**src/include/dtcu_pkg.sv**
```systemverilog
// Constants and types for the dual timer/counter unit
// Behaviour
// - Each timer holds high and low count bytes
// - Timer function counts once per twelve-clock machine cycle
// - Count pin sampled at sample phase; high-then-low counts
// - Counted edge appears at next update phase
// - Edge recognition takes two machine cycles
// - Timer one gate bit needs gate pin high
// - Timer zero gate bit needs gate pin high
// - Timer one source bit selects count pin
// - Timer zero source bit selects count pin
// - Mode 00: high byte counts, low five-bit prescaler
// - Mode 01: bytes cascade into sixteen-bit counter
// - Mode 10: low byte reloads from high byte
// - Mode 11 stops timer one, holding value
// - Timer zero mode 11 splits into two counters
// - Mode register nibbles per timer, resets zero
// - Overflow sets flag; vector acknowledge clears it
// - Run bit written by software starts or stops
// - Thirteen-bit mode ignores upper three low bits
// - Setting run bit leaves counts untouched
package dtcu_pkg;

    // ------------------------------------------------------------
    // Register offsets on the special function register bus
    // ------------------------------------------------------------
    localparam logic [7:0] ADDR_RUN_FLAG = 8'h88;
    localparam logic [7:0] ADDR_MODE = 8'h89;
    localparam logic [7:0] ADDR_ZERO_LOW = 8'h8A;
    localparam logic [7:0] ADDR_ONE_LOW = 8'h8B;
    localparam logic [7:0] ADDR_ZERO_HIGH = 8'h8C;
    localparam logic [7:0] ADDR_ONE_HIGH = 8'h8D;

    // ------------------------------------------------------------
    // Reset values and field positions
    // ------------------------------------------------------------
    localparam logic [7:0] RESET_RUN_FLAG = 8'h00;
    localparam logic [7:0] RESET_MODE = 8'h00;
    localparam logic [7:0] RESET_COUNT = 8'h00;
    localparam int BIT_ONE_FLAG = 7;
    localparam int BIT_ONE_RUN = 6;
    localparam int BIT_ZERO_FLAG = 5;
    localparam int BIT_ZERO_RUN = 4;
    localparam int PRESCALE_BITS = 5;

    // ------------------------------------------------------------
    // Machine cycle timing in core clocks
    // ------------------------------------------------------------
    localparam int MACHINE_CYCLE_CLOCKS = 12;
    localparam logic [3:0] UPDATE_PHASE = 4'h4;
    localparam logic [3:0] SAMPLE_PHASE = 4'h9;

    // ------------------------------------------------------------
    // Types
    // ------------------------------------------------------------
    typedef enum logic [1:0] {
        MODE_PRESCALED = 2'b00,
        MODE_WIDE = 2'b01,
        MODE_RELOAD = 2'b10,
        MODE_SPLIT = 2'b11
    } dtcu_mode_t;

    // One nibble of the mode register; timer one high, timer zero low
    typedef struct packed {
        logic gate;
        logic src;
        dtcu_mode_t mode;
    } dtcu_cfg_t;

    typedef struct packed {
        logic [7:0] high;
        logic [7:0] low;
    } dtcu_count_t;

    typedef struct packed {
        dtcu_count_t count;
        logic ovf;
    } dtcu_step_t;

    typedef struct packed {
        logic [7:0] addr;
        logic wr;
        logic [7:0] wdata;
    } dtcu_sfr_req_t;

endpackage

```
**src/hw/dtcu_timer_unit.sv**
```systemverilog
// Dual timer/counter unit with mode and run/flag registers
`timescale 1ns/1ps
`default_nettype none
module dtcu_timer_unit #(
    parameter int MC_LEN = dtcu_pkg::MACHINE_CYCLE_CLOCKS
) (
    input wire logic ref_clk,
    input wire logic rst,
    input wire dtcu_pkg::dtcu_sfr_req_t sfr_req,
    output logic [7:0] sfr_rdata,
    input wire logic count_pin_zero,
    input wire logic count_pin_one,
    input wire logic gate_pin_zero,
    input wire logic gate_pin_one,
    input wire logic isr_ack_zero,
    input wire logic isr_ack_one,
    output logic timer_zero_overflow_flag,
    output logic timer_one_overflow_flag
);

    // ------------------------------------------------------------
    // Elaboration checks
    // ------------------------------------------------------------
    if (MC_LEN < 12 || MC_LEN > 16) begin : g_bad_len
        $error("MC_LEN must lie between 12 and 16");
    end

    // ------------------------------------------------------------
    // Declarations
    // ------------------------------------------------------------
    logic [3:0] phase_q;
    logic sample_stb;
    logic tick;
    logic [7:0] mode_q;
    logic run_zero_q;
    logic run_one_q;
    logic flag_zero_q;
    logic flag_one_q;
    dtcu_pkg::dtcu_count_t cnt0_q;
    dtcu_pkg::dtcu_count_t cnt1_q;
    dtcu_pkg::dtcu_count_t cnt0_d;
    dtcu_pkg::dtcu_count_t cnt1_d;
    dtcu_pkg::dtcu_cfg_t cfg0;
    dtcu_pkg::dtcu_cfg_t cfg1;
    logic [7:0] rdata_q;
    logic [1:0] pend_q;
    logic [1:0] fall;
    logic gate0_lvl;
    logic gate1_lvl;
    logic split0;
    logic run0;
    logic run1;
    logic inc0;
    logic inc1;
    logic inc0_high;
    logic ovf0;
    logic ovf0_high;
    logic ovf1;
    logic set_flag_zero;
    logic set_flag_one;
    logic wr_run_flag;
    logic wr_mode;

    assign cfg0 = dtcu_pkg::dtcu_cfg_t'(mode_q[3:0]);
    assign cfg1 = dtcu_pkg::dtcu_cfg_t'(mode_q[7:4]);
    assign split0 = (cfg0.mode == dtcu_pkg::MODE_SPLIT);
    assign wr_run_flag = sfr_req.wr && (sfr_req.addr == dtcu_pkg::ADDR_RUN_FLAG);
    assign wr_mode = sfr_req.wr && (sfr_req.addr == dtcu_pkg::ADDR_MODE);

    // ------------------------------------------------------------
    // Machine cycle phase counter
    // ------------------------------------------------------------
    always_ff @(posedge ref_clk or posedge rst) begin
        if (rst) begin
            phase_q <= 4'h0;
        end else if (phase_q == 4'(MC_LEN - 1)) begin
            phase_q <= 4'h0;
        end else begin
            phase_q <= phase_q + 4'h1;
        end
    end

    assign sample_stb = (phase_q == dtcu_pkg::SAMPLE_PHASE);
    assign tick = (phase_q == dtcu_pkg::UPDATE_PHASE);

    // ------------------------------------------------------------
    // External pins
    // ------------------------------------------------------------
    dtcu_pin_sampler u_count_zero (
        .ref_clk(ref_clk),
        .rst(rst),
        .pin(count_pin_zero),
        .sample_stb(sample_stb),
        .level(),
        .fall(fall[0])
    );

    dtcu_pin_sampler u_count_one (
        .ref_clk(ref_clk),
        .rst(rst),
        .pin(count_pin_one),
        .sample_stb(sample_stb),
        .level(),
        .fall(fall[1])
    );

    dtcu_pin_sampler u_gate_zero (
        .ref_clk(ref_clk),
        .rst(rst),
        .pin(gate_pin_zero),
        .sample_stb(sample_stb),
        .level(gate0_lvl),
        .fall()
    );

    dtcu_pin_sampler u_gate_one (
        .ref_clk(ref_clk),
        .rst(rst),
        .pin(gate_pin_one),
        .sample_stb(sample_stb),
        .level(gate1_lvl),
        .fall()
    );

    // Detected fall waits for the next update phase
    always_ff @(posedge ref_clk or posedge rst) begin
        if (rst) begin
            pend_q <= 2'b00;
        end else begin
            pend_q <= fall | (pend_q & ~{2{tick}});
        end
    end

    // ------------------------------------------------------------
    // Count enables
    // ------------------------------------------------------------
    assign run0 = run_zero_q && (!cfg0.gate || gate0_lvl);
    assign inc0 = tick && run0 && (cfg0.src ? pend_q[0] : 1'b1);
    // Split mode high byte counts machine cycles on timer one's run bit
    assign inc0_high = tick && split0 && run_one_q;
    // Timer one free of its run bit while timer zero borrows it
    assign run1 = (split0 || run_one_q) && (!cfg1.gate || gate1_lvl);
    assign inc1 = tick && run1 && (cfg1.mode != dtcu_pkg::MODE_SPLIT)
        && (cfg1.src ? pend_q[1] : 1'b1);

    // ------------------------------------------------------------
    // Count step per mode
    // ------------------------------------------------------------
    function automatic dtcu_pkg::dtcu_step_t step(
        input dtcu_pkg::dtcu_mode_t mode,
        input dtcu_pkg::dtcu_count_t cnt
    );
        dtcu_pkg::dtcu_step_t res;
        res.count = cnt;
        res.ovf = 1'b0;
        unique case (mode)
            dtcu_pkg::MODE_PRESCALED: begin
                // Upper three low bits left alone
                res.count.low[4:0] = cnt.low[4:0] + 5'h01;
                if (&cnt.low[4:0]) begin
                    res.count.high = cnt.high + 8'h01;
                    res.ovf = &cnt.high;
                end
            end
            dtcu_pkg::MODE_WIDE: begin
                {res.ovf, res.count} = {1'b0, cnt} + 17'h0_0001;
            end
            dtcu_pkg::MODE_RELOAD: begin
                if (&cnt.low) begin
                    res.count.low = cnt.high;
                    res.ovf = 1'b1;
                end else begin
                    res.count.low = cnt.low + 8'h01;
                end
            end
            dtcu_pkg::MODE_SPLIT: begin
                res.count.low = cnt.low + 8'h01;
                res.ovf = &cnt.low;
            end
        endcase
        return res;
    endfunction

    always_comb begin
        dtcu_pkg::dtcu_step_t s0;
        dtcu_pkg::dtcu_step_t s1;
        s0 = step(cfg0.mode, cnt0_q);
        s1 = step(cfg1.mode, cnt1_q);
        cnt0_d = cnt0_q;
        cnt1_d = cnt1_q;
        ovf0 = 1'b0;
        ovf0_high = 1'b0;
        ovf1 = 1'b0;
        if (inc0) begin
            cnt0_d = s0.count;
            ovf0 = s0.ovf;
        end
        if (inc0_high) begin
            cnt0_d.high = cnt0_q.high + 8'h01;
            ovf0_high = &cnt0_q.high;
        end
        if (inc1) begin
            cnt1_d = s1.count;
            ovf1 = s1.ovf;
        end
        // Software byte writes override hardware in the same cycle
        if (sfr_req.wr) begin
            unique case (sfr_req.addr)
                dtcu_pkg::ADDR_ZERO_LOW: cnt0_d.low = sfr_req.wdata;
                dtcu_pkg::ADDR_ZERO_HIGH: cnt0_d.high = sfr_req.wdata;
                dtcu_pkg::ADDR_ONE_LOW: cnt1_d.low = sfr_req.wdata;
                dtcu_pkg::ADDR_ONE_HIGH: cnt1_d.high = sfr_req.wdata;
                default: begin
                end
            endcase
        end
    end

    // ------------------------------------------------------------
    // Count registers
    // ------------------------------------------------------------
    always_ff @(posedge ref_clk or posedge rst) begin
        if (rst) begin
            cnt0_q <= {dtcu_pkg::RESET_COUNT, dtcu_pkg::RESET_COUNT};
            cnt1_q <= {dtcu_pkg::RESET_COUNT, dtcu_pkg::RESET_COUNT};
        end else begin
            cnt0_q <= cnt0_d;
            cnt1_q <= cnt1_d;
        end
    end

    // ------------------------------------------------------------
    // Mode register
    // ------------------------------------------------------------
    always_ff @(posedge ref_clk or posedge rst) begin
        if (rst) begin
            mode_q <= dtcu_pkg::RESET_MODE;
        end else if (wr_mode) begin
            mode_q <= sfr_req.wdata;
        end
    end

    // ------------------------------------------------------------
    // Run and flag register; hardware set wins over any clear
    // ------------------------------------------------------------
    assign set_flag_zero = ovf0;
    assign set_flag_one = split0 ? ovf0_high : ovf1;

    always_ff @(posedge ref_clk or posedge rst) begin
        if (rst) begin
            run_zero_q <= dtcu_pkg::RESET_RUN_FLAG[dtcu_pkg::BIT_ZERO_RUN];
            run_one_q <= dtcu_pkg::RESET_RUN_FLAG[dtcu_pkg::BIT_ONE_RUN];
            flag_zero_q <= dtcu_pkg::RESET_RUN_FLAG[dtcu_pkg::BIT_ZERO_FLAG];
            flag_one_q <= dtcu_pkg::RESET_RUN_FLAG[dtcu_pkg::BIT_ONE_FLAG];
        end else begin
            if (wr_run_flag) begin
                run_zero_q <= sfr_req.wdata[dtcu_pkg::BIT_ZERO_RUN];
                run_one_q <= sfr_req.wdata[dtcu_pkg::BIT_ONE_RUN];
            end
            if (set_flag_zero) begin
                flag_zero_q <= 1'b1;
            end else if (wr_run_flag) begin
                flag_zero_q <= sfr_req.wdata[dtcu_pkg::BIT_ZERO_FLAG];
            end else if (isr_ack_zero) begin
                flag_zero_q <= 1'b0;
            end
            if (set_flag_one) begin
                flag_one_q <= 1'b1;
            end else if (wr_run_flag) begin
                flag_one_q <= sfr_req.wdata[dtcu_pkg::BIT_ONE_FLAG];
            end else if (isr_ack_one) begin
                flag_one_q <= 1'b0;
            end
        end
    end

    assign timer_zero_overflow_flag = flag_zero_q;
    assign timer_one_overflow_flag = flag_one_q;

    // ------------------------------------------------------------
    // Read data, one cycle after the address
    // ------------------------------------------------------------
    always_ff @(posedge ref_clk or posedge rst) begin
        if (rst) begin
            rdata_q <= 8'h00;
        end else begin
            unique case (sfr_req.addr)
                dtcu_pkg::ADDR_RUN_FLAG: rdata_q <= {flag_one_q, run_one_q,
                    flag_zero_q, run_zero_q, 4'h0};
                dtcu_pkg::ADDR_MODE: rdata_q <= mode_q;
                dtcu_pkg::ADDR_ZERO_LOW: rdata_q <= cnt0_q.low;
                dtcu_pkg::ADDR_ZERO_HIGH: rdata_q <= cnt0_q.high;
                dtcu_pkg::ADDR_ONE_LOW: rdata_q <= cnt1_q.low;
                dtcu_pkg::ADDR_ONE_HIGH: rdata_q <= cnt1_q.high;
                default: rdata_q <= 8'h00;
            endcase
        end
    end

    assign sfr_rdata = rdata_q;

    logic wr_cnt0;
    assign wr_cnt0 = sfr_req.wr && (sfr_req.addr == dtcu_pkg::ADDR_ZERO_LOW
        || sfr_req.addr == dtcu_pkg::ADDR_ZERO_HIGH);
endmodule
`default_nettype wire

```
**src/hw/dtcu_pin_sampler.sv**
```systemverilog
// Pin synchroniser with per-machine-cycle sampling and fall detect
`timescale 1ns/1ps
`default_nettype none
module dtcu_pin_sampler (
    input wire logic ref_clk,
    input wire logic rst,
    input wire logic pin,
    input wire logic sample_stb,
    output logic level,
    output logic fall
);

    logic sync1_q;
    logic sync2_q;
    logic samp_q;
    logic fall_q;

    // ------------------------------------------------------------
    // Two-flop synchroniser
    // ------------------------------------------------------------
    always_ff @(posedge ref_clk or posedge rst) begin
        if (rst) begin
            sync1_q <= 1'b0;
            sync2_q <= 1'b0;
        end else begin
            sync1_q <= pin;
            sync2_q <= sync1_q;
        end
    end

    // ------------------------------------------------------------
    // Sample once per machine cycle, flag high-then-low
    // ------------------------------------------------------------
    always_ff @(posedge ref_clk or posedge rst) begin
        if (rst) begin
            samp_q <= 1'b0;
            fall_q <= 1'b0;
        end else begin
            fall_q <= sample_stb & samp_q & ~sync2_q;
            if (sample_stb) begin
                samp_q <= sync2_q;
            end
        end
    end

    assign level = sync2_q;
    assign fall = fall_q;

endmodule
`default_nettype wire

```
**config.mk**
```make
export PLATFORM = sky130hd
export DESIGN_NAME = dtcu_timer_unit
export DESIGN_NICKNAME = d
export VERILOG_FILES = /design/src/include/dtcu_pkg.sv /design/src/hw/dtcu_timer_unit.sv /design/src/hw/dtcu_pin_sampler.sv
export SDC_FILE = /design/constraint.sdc
export NUM_CORES = 1
export LEC_CHECK = 0
export BUFFER_PORTS_ARGS = -buffer_cell sky130_fd_sc_hd__buf_4
export CAP_MARGIN = 25
export CORE_AREA = 2 2 87 89
export DETAILED_ROUTE_END_ITERATION = 12
export DIE_AREA = 0 0 89 91
export PLACE_DENSITY = 0.83
export SETUP_SLACK_MARGIN = 0.4
export SLEW_MARGIN = 20
export SYNTH_ARGS = -nofsm -noshare
export SYNTH_HDL_FRONTEND = slang
export SYNTH_SLANG_ARGS = --single-unit
```
**constraint.sdc**
```tcl
create_clock -name ref_clk -period 3.5 [get_ports ref_clk]
set_input_delay 0.35 -clock ref_clk [delete_from_list [all_inputs] [get_ports ref_clk]]
set_output_delay 0.35 -clock ref_clk [all_outputs]
set_load 0.02 [all_outputs]
```
==> results.json, run 1 <==
{
  "outcome": "complete, no violations",
  "rows": 31,
  "relSlewSlack_pct": 48.28,
  "powerDensity_nw_per_um2": 399.9,
  "whs_ns": 0.1004,
  "skew_ns": 0.01036,
  "seqPwrFrac_pct": 48.0,
  "regArea_sq_um": 1752,
  "drv_cap": 0,
  "syn_inst": 493,
  "worst_slack_ns": 0.7787,
  "drt_iter0_markers": 391,
  "dp_hpwl_um": 9305,
  "first_pass_iters": 7,
  "max_slew.worst_pin.slew_ns": 0.7729,
  "yosys_warnings": 0,
  "multi_input_area_sq_um": 2559,
  "dieArea_sq_um": 8099,
  "grt_first_pass_wirelength_um": 21080,
  "synthesis.nets": 529,
  "finalHoldViolCount": 0,
  "crit_top_cell": "ha_1",
  "cp.arrival_ns": 2.98,
  "fillCellCount": 585,
  "root_buffer": "clkbuf_8",
  "drive_gt1_share_pct": 18.06,
  "postCtsResizedCells": 0,
  "wire_per_inst_um": 21.36,
  "totalWireLength_um": 13110,
  "grt-ovfl-total": 0,
  "core_area_sq_um": 7137,
  "synth_edf_count": 0,
  "yosys_most_used_dff": "dfrtp_1",
  "cp-start-kind": "flop",
  "synth_top_cell_area_share_pct": 38.90,
  "cts-hold-fix-buffers": 1,
  "internal_power_uw": 1302,
  "cp_cell_sequence": "ha_1 -> and3_1 -> ha_1 -> or3b_4 -> nor4_4 -> a211oi_2 -> or4_1 -> a31oi_1",
  "pre_cts_ws_ns": 0.8462,
  "comb_power_share_pct": 20.6,
  "ys_ff_latch": 70,
  "syn2layout_area_growth_pct": 10.09,
  "grt_pass1_vias": 4056,
  "hold_class": "in -> reg",
  "setup_violations": 0,
  "yosysTopAreaCell": "dfrtp_1",
  "vdd_drop_max_uv": 300.4,
  "synth.distinct_cells": 63,
  "synth.avg_cell_area_sq_um": 9.134,
  "post_cts_buffers": 0,
  "diodes": 0,
  "cts_tree": "done",
  "die_h_um": 91,
  "drc": 0,
  "clk_path_buf_depth": 2,
  "netlist_area_sq_um": 4503,
  "pwr-share-clk_pct": 31.5,
  "cpPeakStageDelay_ns": 0.51,
  "io_buffers": 34,
  "via_per_inst": 6.889,
  "cp_slowest_cell": "or4_1",
  "cts_made_buffers": 9,
  "tns_ns": 0,
  "crit_fanout": 7,
  "utilization_pct": 69.46,
  "critPathKind": "reg -> reg",
  "switching_share_pct": 34.29,
  "insertion_delay_ns": 0.35,
  "cts.clk_slew.worst_paths_ns": 0.08,
  "yosysSeqAreaShare_pct": 38.90,
  "vias": 4230,
  "io_pins": 35,
  "die_w_um": 89,
  "start_util_pct": 63.10,
  "slew_viol_final": 0,
  "power.switching_uw": 679.8,
  "finalCritPeriodShare_pct": 77.75,
  "clock-sinks": 70,
  "leakage_uw": 0.002094,
  "grt_max_degree": 31,
  "ant_nets": 0,
  "grt.total_usage_pct": 34.16,
  "synth_common_cells": "dfrtp_1 (70), nand2_1 (51), nor2_1 (31)",
  "place_congestion": 0.9692,
  "period_minus_slack_ns": 2.721,
  "min_path_cells": 1,
  "critPathCaptureType": "flop",
  "synth_most_common_cell": "dfrtp_1",
  "timing.fmax_mhz": 367.5,
  "rr_worst_depth": 8,
  "crit_required_ns": 3.76,
  "fin_nets": 546,
  "async_reset_ff_share_pct": 100.0,
  "dp.cells": 597,
  "synth_area_leaders": "dfrtp_1 (39%), mux2_2 (6.3%), nand2_1 (4.3%)",
  "rsz0062_at_grt": "false",
  "antenna_found_initial": 0,
  "fin_cells": 614,
  "h-tree-depth": 3
}
==> critical path: cells and delay by family, from the launching register on <==
family	cells	cell delay (ns)
and+or+nand+nor	4	1.33
adders and majority gates	2	0.59
DFF	1	0.44
AOI/OAI and AO/OA	2	0.28
==> path summary, 6_finish.rpt <==
path / from / to / slack, ns
worst max register to register: cnt0_q[0] / cnt0_q[15] / 0.78
min in group asynchronous: rst / cnt1_q[1] / 0.55
worst min register to register: u_count_one.sync1_q / u_count_one.level / 0.36
worst max-delay path: cnt0_q[0] / cnt0_q[15] / 0.78
max in group asynchronous: rst / cnt0_q[10] / 2.22
worst min-delay path: gate_pin_zero / u_gate_zero.sync1_q / 0.10
==> power by group through the flow <==
stage	Clock, uW	Sequential, uW	Combinational (uW)
after floorplan	0	913	318
after global placement	0	958	381
after detailed placement	0	960	393
after CTS	632	944	399
after global routing	668	957	450
final	624	951	407
==> area by class of cell <==
class                           instances  area share (%)
Tap cell                               99           2.499
Timing Repair Buffer                   39           5.957
Inverter                               11          0.8329
Clock inverter                          7           1.262
Clock buffer                            9           2.499
Multi-Input combinational cell        379           51.62
Sequential cell                        70           35.34
==> registers in the layout, indices dropped and copies added (netlist names), 2 cells and up <==
name,count
phase_q,4
pend_q,2
cnt1_q,16
mode_q,8
sfr_rdata,8
cnt0_q,16
==> placed cells by master, fill, tap and decap left out, types with 5 or more instances in the layout <==
master / count
a21oi_1: 19
a22oi_1: 5
a31oi_1: 17
and3_1: 15
and4_1: 5
buf_4: 38
clkbuf_8: 9
dfrtp_1: 70
ha_1: 11
inv_1: 10
mux2_2: 25
mux2i_1: 17
nand2_1: 51
nand2b_1: 6
nand3_1: 28
nand4_1: 13
nor2_1: 31
nor2b_1: 8
nor3b_1: 5
nor4_1: 6
o21ai_0: 29
o221ai_1: 5
o22ai_1: 6
o31ai_1: 6
or3_1: 5
xnor2_1: 7
==> per-stage QoR <==
stage / cell area, sq um / power (uW)
final: 4957 / 1982
after global routing: 4957 / 2074
after CTS: 4957 / 1976
after detailed placement: 4761 / 1353
after global placement: 4761 / 1339
after floorplan: 4503 / 1230
==> layer usage <==
metal / up-vias / wire length, um / part of all wire [%] / global-route usage (%)
li1: 1878 / - / - / -
met1: 2029 / 5039 / 38 / 44.62
met2: 271 / 6255 / 48 / 53.17
met3: 52 / 1244 / 9.5 / 9.727
met4: 0 / 574 / 4.4 / 13.68
met5: - / 0 / 0 / 0
==> kinds of logic (layout without fill, tap and decap cells) <==
| family | after synthesis | after routing | share of synthesized area (%) |
|---|---|---|---|
| compound gates | 117 | 117 | 17.14 |
| xor+xnor | 8 | 8 | 1.556 |
| fa+ha+maj | 11 | 11 | 3.056 |
| buf+inv | 44 | 66 | 4.279 |
| flops | 70 | 70 | 38.90 |
| mux | 42 | 42 | 10.03 |
| simple gates | 201 | 201 | 25.03 |
(Power assumes the default switching activity.)
==> inputs of run 2 (changes only) <==
--- a/config.mk
+++ b/config.mk
@@ -5,12 +5,13 @@
 export SDC_FILE = /design/constraint.sdc
 export NUM_CORES = 1
 export LEC_CHECK = 0
+export ABC_AREA = 1
 export BUFFER_PORTS_ARGS = -buffer_cell sky130_fd_sc_hd__buf_4
 export CAP_MARGIN = 25
-export CORE_AREA = 2 2 87 89
+export CORE_AREA = 2 2 98 100
 export DETAILED_ROUTE_END_ITERATION = 12
-export DIE_AREA = 0 0 89 91
-export PLACE_DENSITY = 0.83
+export DIE_AREA = 0 0 100 102
+export PLACE_DENSITY = 0.76
 export SETUP_SLACK_MARGIN = 0.4
 export SLEW_MARGIN = 20
 export SYNTH_ARGS = -nofsm -noshare
==> constraint.sdc (replaced) <==
create_clock -name ref_clk -period 2.3 [get_ports ref_clk]
set_input_delay 0.23 -clock ref_clk [delete_from_list [all_inputs] [get_ports ref_clk]]
set_output_delay 0.23 -clock ref_clk [all_outputs]
set_load 0.02 [all_outputs]
==> run 2 against run 1 <==
  * Sequential share of layout area down 5.1 points
  * Core utilization is 5.8 points lower
  * Combinational power up 67%
  * First-iteration DRC count is 7.4% higher
  * Wire length rose by 22%
  * Worst setup slack got worse by 0.30 ns
  * Synthesized area rose by 9.7%
  * Design area increased by 17%
  * Critical endpoint is now cnt1_q[13]
==> results.json, run 2 <==
{
  "clock-sinks": 70,
  "finalCritPeriodShare_pct": 79.36,
  "io_buffers": 34,
  "netlist_area_sq_um": 4941,
  "fillCellCount": 856,
  "finalHoldViolCount": 0,
  "synth.distinct_cells": 38,
  "layout_common_cells": "nand2_1 (188), inv_1 (93), nor2_1 (78), a21oi_1 (70), dfrtp_1 (69)",
  "timing.fmax_mhz": 547.8,
  "drive_gt1_share_pct": 16.67,
  "period_minus_slack_ns": 1.825,
  "synth_top_cell_area_share_pct": 35.45,
  "async_reset_ff_share_pct": 100.0,
  "start_util_pct": 54.24,
  "crit_required_ns": 2.56,
  "core_area_sq_um": 9109,
  "via_per_inst": 5.803,
  "cts_made_buffers": 9,
  "hold_class": "in -> reg",
  "synth_area_leaders": "dfrtp_1 (35%), nand2_1 (15%), inv_1 (7.4%)",
  "io_pins": 35,
  "syn_inst": 729,
  "cts.clk_slew.worst_paths_ns": 0.11,
  "fin_nets": 829,
  "rsz0062_at_grt": "true",
  "synth_compound_area_share_pct": 16.33,
  "skew_ns": 0.02740,
  "totalWireLength_um": 16040,
  "syn2layout_area_growth_pct": 17.42,
  "grt-ovfl-total": 0,
  "grt_first_pass_wirelength_um": 25480,
  "synth_mux_area_share_pct": 0,
  "vias": 5275,
  "leakage_uw": 0.003018,
  "slew_viol_final": 0,
  "tns_ns": 0,
  "yosysSeqAreaShare_pct": 35.45,
  "die_w_um": 100,
  "wire_per_inst_um": 17.64,
  "multi_input_area_sq_um": 2824,
  "biggestRegsByFlops": "cnt0_q x16, cnt1_q x16",
  "synth_most_common_cell": "nand2_1",
  "setup_violations": 0,
  "cts_tree": "done",
  "synth-simple-area-share_pct": 34.52,
  "root_buffer": "clkbuf_8",
  "crit_fanout": 8,
  "grt_max_degree": 56,
  "drv_cap": 0,
  "grt_pass1_vias": 5012,
  "max_slew.worst_pin.slew_ns": 0.4754,
  "synth_xor_area_share_pct": 1.241,
  "synthesis.nets": 765,
  "utilization_pct": 63.70,
  "rows": 35,
  "dp_hpwl_um": 11680,
  "relSlewSlack_pct": 68.12,
  "vdd_drop_max_uv": 297.2,
  "yosys_warnings": 0,
  "diodes": 0,
  "powerDensity_nw_per_um2": 530.0,
  "insertion_delay_ns": 0.38,
  "yosys_most_used_dff": "dfrtp_1",
  "place_congestion": 1.015,
  "critPathKind": "reg -> reg",
  "regArea_sq_um": 1753,
  "synth_top_family_by_area": "simple AND/OR/NAND/NOR gates",
  "critPathCaptureType": "flop",
  "final_common_cell": "nand2_1",
  "h-tree-depth": 3,
  "synth.avg_cell_area_sq_um": 6.778,
  "yosysTopAreaCell": "dfrtp_1",
  "drc": 0,
  "cp.arrival_ns": 2.09,
  "antenna_found_initial": 0,
  "whs_ns": 0.1578,
  "drt_iter0_markers": 420,
  "dieArea_sq_um": 10200,
  "grt.total_usage_pct": 32.45,
  "synth-adder-area-share_pct": 2.786,
  "ant_nets": 0,
  "die_h_um": 102,
  "cp-start-kind": "flop",
  "synth_edf_count": 0,
  "ys_ff_latch": 70,
  "synth_common_cells": "nand2_1 (192), inv_1 (98), nor2_1 (81)",
  "first_pass_iters": 5,
  "outcome": "complete, no violations",
  "clk_path_buf_depth": 2
}
run 2: changes by cell type after synthesis, sizes merged, moves of 8 or more:
cell    previous run  this run
nand3             28        58
a31oi             17         3
nor2              31        98
a21oi             19        72
nor2b              8         0
o21ai             29        52
nor4               9         0
mux2              25         0
and3              15         0
nand2             51       201
clkbuf            24         1
inv               11       104
mux2i             17         0
run 2: timing repair:
action	4_1_cts	5_1_grt
hold buffers	5	0
endpoints found under the setup margin	13	26
gates cloned	0	2
hold endpoints to repair	19	0
gates resized for setup	8	24
buffers inserted	4	15
pin swaps	0	13
run 2: power breakdown:
part / internal (uW) / leakage, uW / total, uW / switching, uW
logic: 241 / 0.00212 / 681 / 439
clock network: 414 / 0.0000892 / 1010 / 592
registers: 1290 / 0.000805 / 1390 / 93.1
total: 1950 / 0.00302 / 3070 / 1120
run 2: worst max-delay path: stages (launching register included):
cell     delay [ns]
dfrtp_1        0.56
nand2_1        0.15
inv_1          0.12
nor2_1         0.06
nor2_2         0.10
nand2_2        0.17
nor2_4         0.20
inv_1          0.11
a21oi_1        0.17
a21oi_2        0.07
run 2: final cells by class:
cell class / count / share of cell area [%]
clock buffer: 9 / 2.135
tap: 111 / 2.394
multi-input combinational: 545 / 48.67
sequential: 70 / 30.21
clock inverter: 7 / 1.057
inverter: 105 / 6.944
timing repair buffer: 62 / 8.583
run 2: cell families after synthesis:
family | Yosys count
fa+ha+maj | 11
simple gates | 375
buf+inv | 116
xor+xnor | 7
compound gates | 150
flops | 70
run 2: final timing paths:
path	end	cells past startpoint	slack [ns]	from
worst max register to register	cnt1_q[13]	9	0.47	mode_q[0]
worst max-delay path	cnt1_q[13]	9	0.47	mode_q[0]
min in group asynchronous	sfr_rdata[1]	3	0.40	rst
worst min register to register	u_count_one.level	0	0.36	u_count_one.sync1_q
max in group asynchronous	mode_q[1]	4	1.26	rst
worst min-delay path	cnt0_q[0]	3	0.16	sfr_req[0]
run 2: metal layers:
| layer | track usage [%] | up-vias | routed length, um |
|---|---|---|---|
| met4 | 15.28 | 0 | 759 |
| met2 | 55.20 | 273 | 7648 |
| met1 | 39.69 | 2442 | 6125 |
| met5 | 0 | - | 0 |
| met3 | 6.908 | 69 | 1503 |
| li1 | - | 2491 | - |
run 2: per-stage QoR:
step           total power, uW  setup slack (ns)  cells  area [sq um]
3_5_place_dp              2017            0.1389    867          5300
4_1_cts                   3042            0.3864    892          5600
2_1_floorplan             1822            0.4311    729          4946
3_3_place_gp              2010            0.2832    867          5300
6_report                  3075            0.4746    909          5802
5_1_grt                   3227            0.3502    909          5802
